**config.mk**
```make
export PLATFORM = sky130hd
export DESIGN_NAME = adcpc_conversion_control
export DESIGN_NICKNAME = d
export VERILOG_FILES = /design/src/adcpc_pkg.sv /design/src/adcpc_conversion_control.sv /design/src/adcpc_quantizer.sv
export SDC_FILE = /design/constraint.sdc
export NUM_CORES = 1
export LEC_CHECK = 0
export ABC_CLOCK_PERIOD_IN_PS = 3300
export BUFFER_PORTS_ARGS = -buffer_cell sky130_fd_sc_hd__clkbuf_2
export CAP_MARGIN = 0
export CORE_MARGIN = 1
export CORE_UTILIZATION = 35
export DETAILED_ROUTE_END_ITERATION = 16
export PLACE_DENSITY = 0.56
export REMOVE_ABC_BUFFERS = 1
export SYNTH_ARGS = -nofsm -noshare
export SYNTH_HDL_FRONTEND = slang
export SYNTH_HIERARCHICAL = 1
export SYNTH_SLANG_ARGS = --single-unit
```
**constraint.sdc**
```tcl
create_clock -name clk -period 3.3 [get_ports clk]
set_clock_uncertainty 0.1 [all_clocks]
set_input_delay 0 -clock clk [delete_from_list [all_inputs] [get_ports clk]]
set_output_delay 0 -clock clk [all_outputs]
set_load 0.1 [all_outputs]
```
**src/adcpc_pkg.sv**
```systemverilog
package adcpc_pkg;
	// ==============================
	// data format
	localparam int          DATA_W      = 14;
	localparam int          CODE_STEPS  = 16384;
	localparam logic [13:0] RESULT_RST  = 14'h0000;
	// ==============================
	// timing, figures in ns except the sleep wake time in ms, cycle counts derived from the 50 MHz clock
	localparam int CLK_PERIOD_NS  = 20;
	localparam int CONV_TYP_NS    = 950;
	localparam int CONV_MAX_NS    = 1150;
	localparam int ACQ_NS         = 300;
	localparam int THRU_NS        = 1250;
	localparam int NAP_WAKE_NS    = 400;
	localparam int SLEEP_WAKE_MS  = 10;
	// longest times round down, least times round up
	localparam int CONV_CYC       = CONV_TYP_NS / CLK_PERIOD_NS;
	localparam int CONV_MAX_CYC   = CONV_MAX_NS / CLK_PERIOD_NS;
	localparam int ACQ_CYC        = (ACQ_NS + CLK_PERIOD_NS - 1) / CLK_PERIOD_NS;
	localparam int THRU_CYC       = (THRU_NS + CLK_PERIOD_NS - 1) / CLK_PERIOD_NS;
	localparam int NAP_WAKE_CYC   = (NAP_WAKE_NS + CLK_PERIOD_NS - 1) / CLK_PERIOD_NS;
	localparam int SLEEP_WAKE_CYC = SLEEP_WAKE_MS * 1000000 / CLK_PERIOD_NS;
	localparam int CNT_W          = 20;
	localparam logic [19:0] CNT_RST = 20'h00000;
	// ==============================
	// converter state
	typedef enum logic [1:0] {
		ADCPC_IDLE = 2'b00,
		ADCPC_CONV = 2'b01,
		ADCPC_DOWN = 2'b10,
		ADCPC_WAKE = 2'b11
	} adcpc_state_e;
	typedef enum logic {
		ADCPC_NAP   = 1'b0,
		ADCPC_SLEEP = 1'b1
	} adcpc_sdmode_e;
endpackage

```
**src/adcpc_conversion_control.sv**
```systemverilog
`timescale 1ns/1ns
`default_nettype none
// Function
// result is 14-bit two's complement code
// start low with select low begins conversion
// starts ignored while conversion runs
// busy low throughout conversion
// conversion timed by internal counter
// host waits acquisition time after conversion
// one conversion per 1.25 us cycle
// select and read low: outputs always driven
// only select low: outputs three-state until read
// slow memory: previous result shown during conversion
// slow memory: new result appears as busy rises
// rom mode: strobe reads previous, starts next
// shutdown while power-down input low
// select picks nap low, sleep high
// nap wake needs 400 ns
// sleep wake needs reference settling
// host keeps bus quiet during conversion
// drivers enabled only while select and read low
// result held until next conversion completes
module adcpc_conversion_control #(
	parameter int SLEEP_WAKE_CYC = adcpc_pkg::SLEEP_WAKE_CYC
) (
	input  wire logic        clk,
	input  wire logic        rst_b,
	input  wire logic        conversion_start_n,
	input  wire logic        cs_n,
	input  wire logic        rd_n,
	input  wire logic        power_down_n,
	input  wire logic [13:0] sample,
	output logic      [13:0] data_out,
	output logic      [13:0] data_oe,
	output logic             busy_n,
	output logic             sample_hold,
	output logic             ref_power,
	output logic             core_power,
	output logic             ready
);
	adcpc_pkg::adcpc_state_e  state;
	adcpc_pkg::adcpc_state_e  next_state;
	adcpc_pkg::adcpc_sdmode_e sdmode;
	adcpc_pkg::adcpc_sdmode_e next_sdmode;
	logic [19:0] cnt;
	logic [19:0] next_cnt;
	logic [13:0] result;
	logic [13:0] next_result;
	logic [13:0] code;
	logic        start_prev;
	logic        start_fall;
	logic        next_busy_n;
	logic [13:0] next_oe;
	logic        next_ready;

	adcpc_quantizer u_quant (
		.sample (sample),
		.code   (code)
	);

	// ==============================
	// start edge detect; inputs are synchronous to clk
	assign start_fall = start_prev & ~conversion_start_n;
	always_ff @(posedge clk or negedge rst_b) begin
		if (!rst_b) begin
			start_prev <= 1'b1;
		end else begin
			start_prev <= conversion_start_n;
		end
	end

	// ==============================
	// converter sequencer
	always_comb begin
		next_state  = state;
		next_cnt    = cnt;
		next_result = result;
		next_sdmode = sdmode;
		case (state)
			adcpc_pkg::ADCPC_IDLE: begin
				// acquisition spacing is left to the host, so a start is taken at once
				if (!power_down_n) begin
					next_state  = adcpc_pkg::ADCPC_DOWN;
					next_sdmode = cs_n ? adcpc_pkg::ADCPC_SLEEP : adcpc_pkg::ADCPC_NAP;
				end else if (start_fall && !cs_n) begin
					next_state = adcpc_pkg::ADCPC_CONV;
					next_cnt   = adcpc_pkg::CNT_RST;
				end
			end
			adcpc_pkg::ADCPC_CONV: begin
				// start edges are not looked at here, so a running conversion cannot restart
				if (cnt == 20'(adcpc_pkg::CONV_CYC - 1)) begin
					next_state  = adcpc_pkg::ADCPC_IDLE;
					next_result = code;
				end else begin
					next_cnt = 20'(cnt + 20'h00001);
				end
			end
			adcpc_pkg::ADCPC_DOWN: begin
				if (power_down_n) begin
					next_state = adcpc_pkg::ADCPC_WAKE;
					next_cnt   = adcpc_pkg::CNT_RST;
				end
			end
			adcpc_pkg::ADCPC_WAKE: begin
				// wake time depends on flavour; a start during wake is ignored
				if (!power_down_n) begin
					next_state = adcpc_pkg::ADCPC_DOWN;
				end else if ((sdmode == adcpc_pkg::ADCPC_NAP &&
					cnt >= 20'(adcpc_pkg::NAP_WAKE_CYC - 1)) ||
					(sdmode == adcpc_pkg::ADCPC_SLEEP &&
					cnt >= 20'(SLEEP_WAKE_CYC - 1))) begin
					next_state = adcpc_pkg::ADCPC_IDLE;
				end else begin
					next_cnt = 20'(cnt + 20'h00001);
				end
			end
			default: begin
				next_state = adcpc_pkg::ADCPC_IDLE;
			end
		endcase
	end

	always_ff @(posedge clk or negedge rst_b) begin
		if (!rst_b) begin
			state  <= adcpc_pkg::ADCPC_IDLE;
			cnt    <= adcpc_pkg::CNT_RST;
			result <= adcpc_pkg::RESULT_RST;
			sdmode <= adcpc_pkg::ADCPC_NAP;
		end else begin
			state  <= next_state;
			cnt    <= next_cnt;
			result <= next_result;
			sdmode <= next_sdmode;
		end
	end

	// ==============================
	// registered pin outputs; data_out follows result, so it changes with busy rising
	always_comb begin
		next_busy_n = (next_state != adcpc_pkg::ADCPC_CONV);
		// drive only for a read; tying both low keeps them always on (modes 1a/1b)
		next_oe     = (!cs_n && !rd_n) ? 14'h3fff : 14'h0000;
		next_ready  = (next_state == adcpc_pkg::ADCPC_IDLE);
	end

	always_ff @(posedge clk or negedge rst_b) begin
		if (!rst_b) begin
			busy_n      <= 1'b1;
			data_oe     <= 14'h0000;
			data_out    <= adcpc_pkg::RESULT_RST;
			sample_hold <= 1'b0;
			ref_power   <= 1'b1;
			core_power  <= 1'b1;
			ready       <= 1'b1;
		end else begin
			busy_n      <= next_busy_n;
			data_oe     <= next_oe;
			data_out    <= next_result;
			sample_hold <= (next_state == adcpc_pkg::ADCPC_CONV);
			// nap keeps reference up; sleep drops it too
			ref_power   <= !(next_state == adcpc_pkg::ADCPC_DOWN &&
				next_sdmode == adcpc_pkg::ADCPC_SLEEP);
			core_power  <= (next_state != adcpc_pkg::ADCPC_DOWN);
			ready       <= next_ready;
		end
	end

	// ==============================
	// assertions
	a_busy_width: assert property (@(posedge clk) disable iff (!rst_b)
		$fell(busy_n) |-> (!busy_n) [*8] ##0 (!busy_n) [*8])
		else $error("busy too short");
	a_busy_end: assert property (@(posedge clk) disable iff (!rst_b)
		$fell(busy_n) |-> ##[1:57] busy_n)
		else $error("conversion overran");
	a_start_conv: assert property (@(posedge clk) disable iff (!rst_b)
		(state == adcpc_pkg::ADCPC_IDLE && power_down_n && start_fall && !cs_n) |=> !busy_n)
		else $error("start not taken");
	a_no_restart: assert property (@(posedge clk) disable iff (!rst_b)
		(state == adcpc_pkg::ADCPC_CONV && start_fall) |=> $stable(cnt) || cnt == $past(cnt) + 20'h00001
		|| state == adcpc_pkg::ADCPC_IDLE)
		else $error("conversion restarted");
	a_oe_gate: assert property (@(posedge clk) disable iff (!rst_b)
		(cs_n || rd_n) |=> data_oe == 14'h0000)
		else $error("driving without read");
	a_oe_read: assert property (@(posedge clk) disable iff (!rst_b)
		(!cs_n && !rd_n) |=> data_oe == 14'h3fff)
		else $error("not driving on read");
	a_data_hold: assert property (@(posedge clk) disable iff (!rst_b)
		(busy_n && $past(busy_n)) |-> $stable(data_out))
		else $error("result changed while idle");
	a_new_data: assert property (@(posedge clk) disable iff (!rst_b)
		$rose(busy_n) |-> data_out == $past(code))
		else $error("new result missing at busy rise");
	a_shutdown: assert property (@(posedge clk) disable iff (!rst_b)
		(state == adcpc_pkg::ADCPC_IDLE && !power_down_n) |=> !core_power)
		else $error("shutdown not entered");
	a_sleep_ref: assert property (@(posedge clk) disable iff (!rst_b)
		(state == adcpc_pkg::ADCPC_IDLE && !power_down_n) |=> (ref_power == !$past(cs_n)))
		else $error("wrong shutdown flavour");
	a_nap_wake: assert property (@(posedge clk) disable iff (!rst_b)
		(state == adcpc_pkg::ADCPC_DOWN && power_down_n && sdmode == adcpc_pkg::ADCPC_NAP)
		|=> (!ready) [*8] ##1 (!ready || !power_down_n) [*8])
		else $error("nap wake too early");

	c_conv: cover property (@(posedge clk) disable iff (!rst_b) $rose(busy_n));
	c_read: cover property (@(posedge clk) disable iff (!rst_b) !busy_n && !rd_n && !cs_n);
	c_nap: cover property (@(posedge clk) disable iff (!rst_b) $rose(core_power) && ref_power);
	c_sleep: cover property (@(posedge clk) disable iff (!rst_b) $fell(ref_power));
endmodule
`default_nettype wire

```
**src/adcpc_quantizer.sv**
```systemverilog
`timescale 1ns/1ns
`default_nettype none
// maps an offset-binary sample of the analog core to the two's complement result
module adcpc_quantizer (
	input  wire logic [13:0] sample,
	output logic      [13:0] code
);
	// ==============================
	// mid-tread rounding is done by the analog core; here only the sign bit flips
	assign code = {~sample[13], sample[12:0]};
endmodule
`default_nettype wire

```
==> results of run 1 <==
where the power goes:
group | total, mW | leakage [nW] | internal (mW) | switching, mW
clock network | 0.411 | 0.0552 | 0.225 | 0.187
logic | 0.616 | 0.655 | 0.164 | 0.452
registers | 0.721 | 0.585 | 0.619 | 0.103
total | 1.75 | 1.30 | 1.01 | 0.741
worst min path at each step:
stage                            start          end  slack, ns  cells past startpoint
floorplan                        rst_b       cnt[0]      -0.40                      0
global placement    conversion_start_n   start_prev     0.0005                      1
detailed placement  conversion_start_n   start_prev      0.008                      1
CTS                              rst_b  data_out[0]       0.24                      3
global route        conversion_start_n   start_prev       0.27                      2
finish                           rst_b       cnt[7]       0.26                      3
flip-flops by register name, summed over array words and instances (netlist names):
signal,cells
cnt,20
data_out,14
state,2
busy_n,1
core_power,1
data_oe,1
ready,1
ref_power,1
sample_hold,1
sdmode,1
start_prev,1
cells in the final DEF (no fill, tap or decap), types with 2 or more instances in the layout:
| cell | netlist | final |
|---|---|---|
| sky130_fd_sc_hd__ha_1 | 2 | 2 |
| sky130_fd_sc_hd__nand4_1 | 4 | 4 |
| sky130_fd_sc_hd__or3_1 | 9 | 9 |
| sky130_fd_sc_hd__inv_1 | 7 | 7 |
| sky130_fd_sc_hd__a21oi_1 | 15 | 15 |
| sky130_fd_sc_hd__o31ai_1 | 5 | 5 |
| sky130_fd_sc_hd__and4_1 | 2 | 2 |
| sky130_fd_sc_hd__o211ai_1 | 2 | 2 |
| sky130_fd_sc_hd__buf_4 | 26 | 3 |
| sky130_fd_sc_hd__nand3_1 | 14 | 14 |
| sky130_fd_sc_hd__nand2_1 | 20 | 20 |
| sky130_fd_sc_hd__nor2_1 | 2 | 2 |
| sky130_fd_sc_hd__mux2i_1 | 2 | 2 |
| sky130_fd_sc_hd__clkbuf_2 | 0 | 52 |
| sky130_fd_sc_hd__o41ai_1 | 2 | 2 |
| sky130_fd_sc_hd__dfstp_2 | 5 | 5 |
| sky130_fd_sc_hd__dfrtp_1 | 39 | 39 |
| sky130_fd_sc_hd__nor3_1 | 6 | 6 |
| sky130_fd_sc_hd__nor4_1 | 3 | 2 |
| sky130_fd_sc_hd__mux2_2 | 15 | 15 |
| sky130_fd_sc_hd__and3_1 | 4 | 4 |
| sky130_fd_sc_hd__clkbuf_8 | 0 | 5 |
| sky130_fd_sc_hd__and2_1 | 5 | 5 |
| sky130_fd_sc_hd__o21ai_0 | 11 | 11 |
| sky130_fd_sc_hd__o31a_1 | 2 | 2 |
| sky130_fd_sc_hd__or4_1 | 7 | 7 |
| sky130_fd_sc_hd__dlygate4sd3_1 | 0 | 20 |
worst max-delay path, stage by stage (launching register included):
cell                       delay [ns]
sky130_fd_sc_hd__dfrtp_1         0.48
sky130_fd_sc_hd__nor4_1          0.43
sky130_fd_sc_hd__nand4_1         0.24
sky130_fd_sc_hd__o41ai_1         0.63
sky130_fd_sc_hd__a211oi_4        0.12
sky130_fd_sc_hd__buf_4           0.27
sky130_fd_sc_hd__or4_1           0.53
sky130_fd_sc_hd__a21oi_1         0.15
final cells by class:
class / count / share of cell area (%)
Timing Repair Buffer: 75 / 17.38
Clock buffer: 6 / 2.611
Multi-Input combinational cell: 143 / 34.49
Inverter: 7 / 0.9455
Sequential cell: 44 / 39.85
Tap cell: 77 / 3.467
Clock inverter: 2 / 1.261
per-stage QoR:
| stage | TNS (ns) | cell area [um2] | setup WS (ns) | hold slack [ns] |
|---|---|---|---|---|
| finish | 0 | 2779 | 0.2680 | 0.2554 |
| CTS | 0 | 2779 | 0.3004 | 0.2395 |
| global placement | 0 | 2471 | 0.4216 | 0.0004509 |
| floorplan | -84.67 | 2073 | -5.424 | -0.3956 |
| detailed placement | 0 | 2471 | 0.3148 | 0.008143 |
| global route | 0 | 2779 | 0.08497 | 0.2696 |
routing by layer:
metal  share of wire, %  wire length (um)
met5                  0                 0
met1                 49              2460
met4               0.93                47
met3                5.0               254
met2                 45              2289
logic make-up (layout without fill, tap and decap cells):
logic type                 after synthesis  after routing
and+or+nand+nor                         84             84
muxes                                   17             17
adders and majority gates                2              2
AOI/OAI and AO/OA                       40             40
DFF                                     44             44
buffers and inverters                   43             90
==> impl_metrics.toml, run 1 <==
[sta]
slew-limit-headroom_pct = 58.12
rsz0062_at_grt = "false"
max_slew.worst_pin.slew_ns = 0.6201
share_of_the_cycle_needed_by_the_critical_path_after_routing_pct = 91.88
fin_crit_ns = 3.032
hold_viol = 0
timing_max_transition_violations_final = 0
fmax_mhz = 329.8
finalSetupViolCount = 0

[cts]
worst_setup_hold_path_clk_slew_ns = 0.09
tritoncts_num_sinks = 44
number_of_setup_buffers_added_after_cts = 0
clock_tree.root_cell = "sky130_fd_sc_hd__clkbuf_8"
cts_buffer_depth = 2
tritoncts = "yes"
cts.hold.buffers_added = 20
cts_max_level = 2
clkLatencyLatePin_ns = 0.30
cts-resized-gates = 0
tritoncts.num_buffers = 5

[power_and_ir_drop]
power.ir.vdd_worst_mv = 0.4279
total_power_mw = 1.748
power_per_cell_area_nw_per_um2 = 629.1
power_leakage_nw = 1.295

[floorplanning]
floorplan.io_pins = 53
die_h_um = 83.41
num_rows = 29
start_util_pct = 36.32
die_width_um = 83.41
core_area_um2 = 6386
die_area_um2 = 6957

[yosys]
syn-mean-instance-area_um2 = 10.09
synth_async_sr_flop_share_pct = 100.0
post-synth-top-count-cell = "sky130_fd_sc_hd__dfrtp_1"
synth-compound-area-share_pct = 10.57
dominant_combinational_cell_family_by_area_after_synthesis = "simple AND/OR/NAND/NOR gates"
yosys.area.top_type_share_pct = 42.07
synth_enable_flop_cells = 0
simple_gate_share_of_the_synthesized_area_pct = 20.71
ys_ff_latch = 44
post_synth_inst_count = 230
synth_fa_ha_area_share_pct = 1.079
postSynth.topFlopCell = "sky130_fd_sc_hd__dfrtp_1"
mappedNetlistArea_um2 = 2320
yosys.area_share.xor_xnor_pct = 0
post_synth_num_cell_types = 38
synth.mux.area_fraction_pct = 8.145
synth_seq_area_share_pct = 47.73
yosysTopAreaCell = "sky130_fd_sc_hd__dfrtp_1"
synth_top_cells_by_area = "sky130_fd_sc_hd__dfrtp_1 (42%), sky130_fd_sc_hd__buf_4 (8.4%), sky130_fd_sc_hd__mux2_2 (7.3%)"
ys.warnings.count = 6
netlist_top_cells_count = "sky130_fd_sc_hd__dfrtp_1 (39), sky130_fd_sc_hd__buf_4 (26), sky130_fd_sc_hd__nand2_1 (20), sky130_fd_sc_hd__a21oi_1 (15), sky130_fd_sc_hd__mux2_2 (15)"

[layout]
final_util_pct = 43.51
finish.net_count = 298
finalNonFillerCells = 354
multiInputGateArea_um2 = 958.4
nFillCells = 595
syn2layout_area_growth_pct = 19.80
antenna_cells = 0
share_of_cells_above_drive_strength_1_pct = 31.05
register_area_um2 = 1107

[grt]
antenna_violations_before_repair = 0
met2_usage_pct = 24.37
gr-usage-met3_pct = 3.678
grt_most_used_layer = "met2"
gr-usage-met1_pct = 20.98
grt_start_max_net_pins = 45
grt_pass1_vias = 1750
globalRouteTotalUtil_pct = 15.28
overflow = 0
grt_first_pass_wirelength_mm = 8.687

[worst_setup_path]
critical_path.startpoint_type = "flop"
timing.rr.start = "cnt[10]"
critPathCapture = "cnt[16]"
critical_path_startpoint = "cnt[10]"
worstRegToRegCells = 7
crit_path_max_fanout = 39
regToRegEndpoint = "cnt[16]"
setup.worst_path.end_class = "flop"
critical_path_required_ns = 3.42
setup.worst_path.class = "reg -> reg"
setup_slack_on_the_worst_flop_to_flop_path_ns = 0.27
cp.arrival_ns = 3.15

[min_path]
hold_class = "in -> async"

[status]
run_status = "finished clean"

[detailed_routing]
drt_first_iter_violations = 93
vias = 1836
overall_routed_net_length_mm = 5.052
drc_errors = 0
number_of_search_and_repair_iterations_in_the_first_detailed_routing_pass = 4
ant_nets = 0
avgRoutedWirePerCell_um = 14.27
mean_number_of_vias_per_cell = 5.186

[place]
gp_congestion = 0.7894
dpl.cell_count = 326
dp.final_hpwl_mm = 3.194
placement.io_buffers = 52

[flow_run]
max-cap-violations = 0
Note: power is estimated with default switching activity, not from simulation.
==> run 2: changes to the inputs <==
--- a/config.mk
+++ b/config.mk
@@ -5,7 +5,7 @@
 export SDC_FILE = /design/constraint.sdc
 export NUM_CORES = 1
 export LEC_CHECK = 0
-export ABC_CLOCK_PERIOD_IN_PS = 3300
+export ABC_CLOCK_PERIOD_IN_PS = 2970
 export BUFFER_PORTS_ARGS = -buffer_cell sky130_fd_sc_hd__clkbuf_2
 export CAP_MARGIN = 0
 export CORE_MARGIN = 1
==> constraint.sdc (replaced) <==
create_clock -name clk -period 2.97 [get_ports clk]
set_clock_uncertainty 0.1 [all_clocks]
set_input_delay 0 -clock clk [delete_from_list [all_inputs] [get_ports clk]]
set_output_delay 0 -clock clk [all_outputs]
set_load 0.1 [all_outputs]
==> run 2 against run 1 <==
Critical path depth unchanged. Setup slack worse by 0.18 ns. Highest routed layer unchanged. Clock-buffer cell count unchanged.
==> impl_metrics.toml, run 2 (same netlist as run 1, synthesis figures left out) <==
[detailed_routing]
drc_errors = 0
ant_nets = 0
drt_first_iter_violations = 112
mean_number_of_vias_per_cell = 5.193
vias = 1880
avgRoutedWirePerCell_um = 13.52
number_of_search_and_repair_iterations_in_the_first_detailed_routing_pass = 4
overall_routed_net_length_mm = 4.895

[worst_setup_path]
critical_path.startpoint_type = "flop"
crit_path_max_fanout = 15
critical_path_required_ns = 3.10
setup_slack_on_the_worst_flop_to_flop_path_ns = 0.09
critical_path_startpoint = "cnt[0]"
regToRegEndpoint = "cnt[12]"
cp.arrival_ns = 3.01
timing.rr.start = "cnt[0]"
worstRegToRegCells = 7
critPathCapture = "cnt[12]"
setup.worst_path.end_class = "flop"
setup.worst_path.class = "reg -> reg"

[grt]
grt_first_pass_wirelength_mm = 8.342
antenna_violations_before_repair = 0
overflow = 0
grt_start_max_net_pins = 45
grt_pass1_vias = 1766
globalRouteTotalUtil_pct = 14.65

[layout]
max_reg_flops = 20
syn2layout_area_growth_pct = 23.79
mostFrequentLayoutCells = "sky130_fd_sc_hd__clkbuf_2 (52), sky130_fd_sc_hd__dfrtp_1 (39), sky130_fd_sc_hd__nand2_1 (20), sky130_fd_sc_hd__dlygate4sd3_1 (20)"
top_regs = "cnt: 20 flops, data_out: 14 flops, state: 2 flops"
finish.net_count = 306
final_common_cell = "sky130_fd_sc_hd__clkbuf_2"
antenna_cells = 0
share_of_cells_above_drive_strength_1_pct = 33.68
final_util_pct = 44.96
registers.top_by_ff_count = "cnt"

[cts]
tritoncts = "yes"
cts_max_level = 2
cts_buffer_depth = 2
clock_tree.root_cell = "sky130_fd_sc_hd__clkbuf_8"
worst_setup_hold_path_clk_slew_ns = 0.08
tritoncts.num_buffers = 5
clkLatencyLatePin_ns = 0.30
tritoncts_num_sinks = 44

[place]
gp_congestion = 0.7814
dp.final_hpwl_mm = 3.188
placement.io_buffers = 52

[sta]
max_slew.worst_pin.slew_ns = 1.100
timing_max_transition_violations_final = 0
finalSetupViolCount = 0
slew-limit-headroom_pct = 26.68
fin_crit_ns = 2.884
share_of_the_cycle_needed_by_the_critical_path_after_routing_pct = 97.12
hold_viol = 0
fmax_mhz = 346.7

[floorplanning]
die_h_um = 83.41
core_area_um2 = 6386
die_area_um2 = 6957
die_width_um = 83.41
floorplan.io_pins = 53
start_util_pct = 36.32
num_rows = 29

[flow_run]
max-cap-violations = 0

[power_and_ir_drop]
power.ir.vdd_worst_mv = 0.4164
power_per_cell_area_nw_per_um2 = 726.4
total_power_mw = 2.086
power_leakage_nw = 1.342

[status]
run_status = "finished clean"

[min_path]
hold_class = "in -> reg"
## run 2: changes by cell type in the layout (fill, tap and decap cells not counted)
cell and delta:
sky130_fd_sc_hd__buf_4 +7, sky130_fd_sc_hd__a211oi_4 +1, sky130_fd_sc_hd__clkbuf_1 -1, sky130_fd_sc_hd__clkbuf_8 +1, sky130_fd_sc_hd__clkinv_2 -1, sky130_fd_sc_hd__clkinv_4 +1, sky130_fd_sc_hd__nor4_1 -1, sky130_fd_sc_hd__nor4_2 +1
## run 2: timing repair
| item | 4_1_cts | 5_1_grt |
|---|---|---|
| hold buffers | 20 | 0 |
| hold endpoints to repair | 59 | 0 |
| endpoints found under the setup margin | 0 | 10 |
| buffers inserted | 0 | 0 |
| gates resized for setup | 0 | 2 |
## run 2: stage by stage
step	TNS [ns]	hold slack [ns]	instances	setup WS [ns]	instance area, um2
finish	0	0.2607	362	0.08565	2872
global route	-0.03442	0.2690	362	-0.02949	2872
CTS	0	0.2491	361	0.05452	2845
detailed placement	0	0.0003186	333	0.08474	2524
global placement	0	-0.001113	333	0.1483	2524
floorplan	-96.81	-0.3956	194	-5.754	2073
## run 2: final cells by class
cell class	instances	area [um2]
flip-flops and latches	44	1107
multi-input cells	144	984.7
fillers	589	3515
well taps	77	96.34
clock buffers	6	82.58
clock inverters	2	38.79
inverters	7	26.28
repair buffers	82	535.5
## run 2: metal layers
| layer | wire [um] | up-vias | global-route usage, % |
|---|---|---|---|
| li1 | - | 915 | - |
| met1 | 2297 | 887 | 19.75 |
| met2 | 2203 | 73 | 23.62 |
| met5 | 0 | - | 0 |
| met3 | 344 | 5 | 3.678 |
| met4 | 49 | 0 | 3.698 |
## run 2: worst max-delay path, stage by stage (launching register included)
cell                       delay [ns]
sky130_fd_sc_hd__dfrtp_1         0.42
sky130_fd_sc_hd__ha_1            0.26
sky130_fd_sc_hd__and4_1          0.28
sky130_fd_sc_hd__or4_4           0.52
sky130_fd_sc_hd__a211oi_4        0.33
sky130_fd_sc_hd__a211oi_2        0.20
sky130_fd_sc_hd__or4_1           0.55
sky130_fd_sc_hd__a21oi_1         0.15
## run 2: worst min path at each step
stage / depth (start not counted) / endpoint / startpoint / slack (ns)
after floorplan: 0 / cnt[0] / rst_b / -0.40
after global placement: 1 / start_prev / conversion_start_n / -0.001
after detailed placement: 1 / start_prev / conversion_start_n / 0.0003
after CTS: 2 / start_prev / conversion_start_n / 0.25
after global routing: 2 / start_prev / conversion_start_n / 0.27
final: 2 / start_prev / conversion_start_n / 0.26
## run 2: report_power, final
| group | switching [mW] | total (mW) | leakage, nW | internal [mW] |
|---|---|---|---|---|
| logic | 0.580 | 0.828 | 0.695 | 0.248 |
| clock network | 0.208 | 0.483 | 0.0614 | 0.275 |
| registers | 0.0863 | 0.774 | 0.585 | 0.688 |
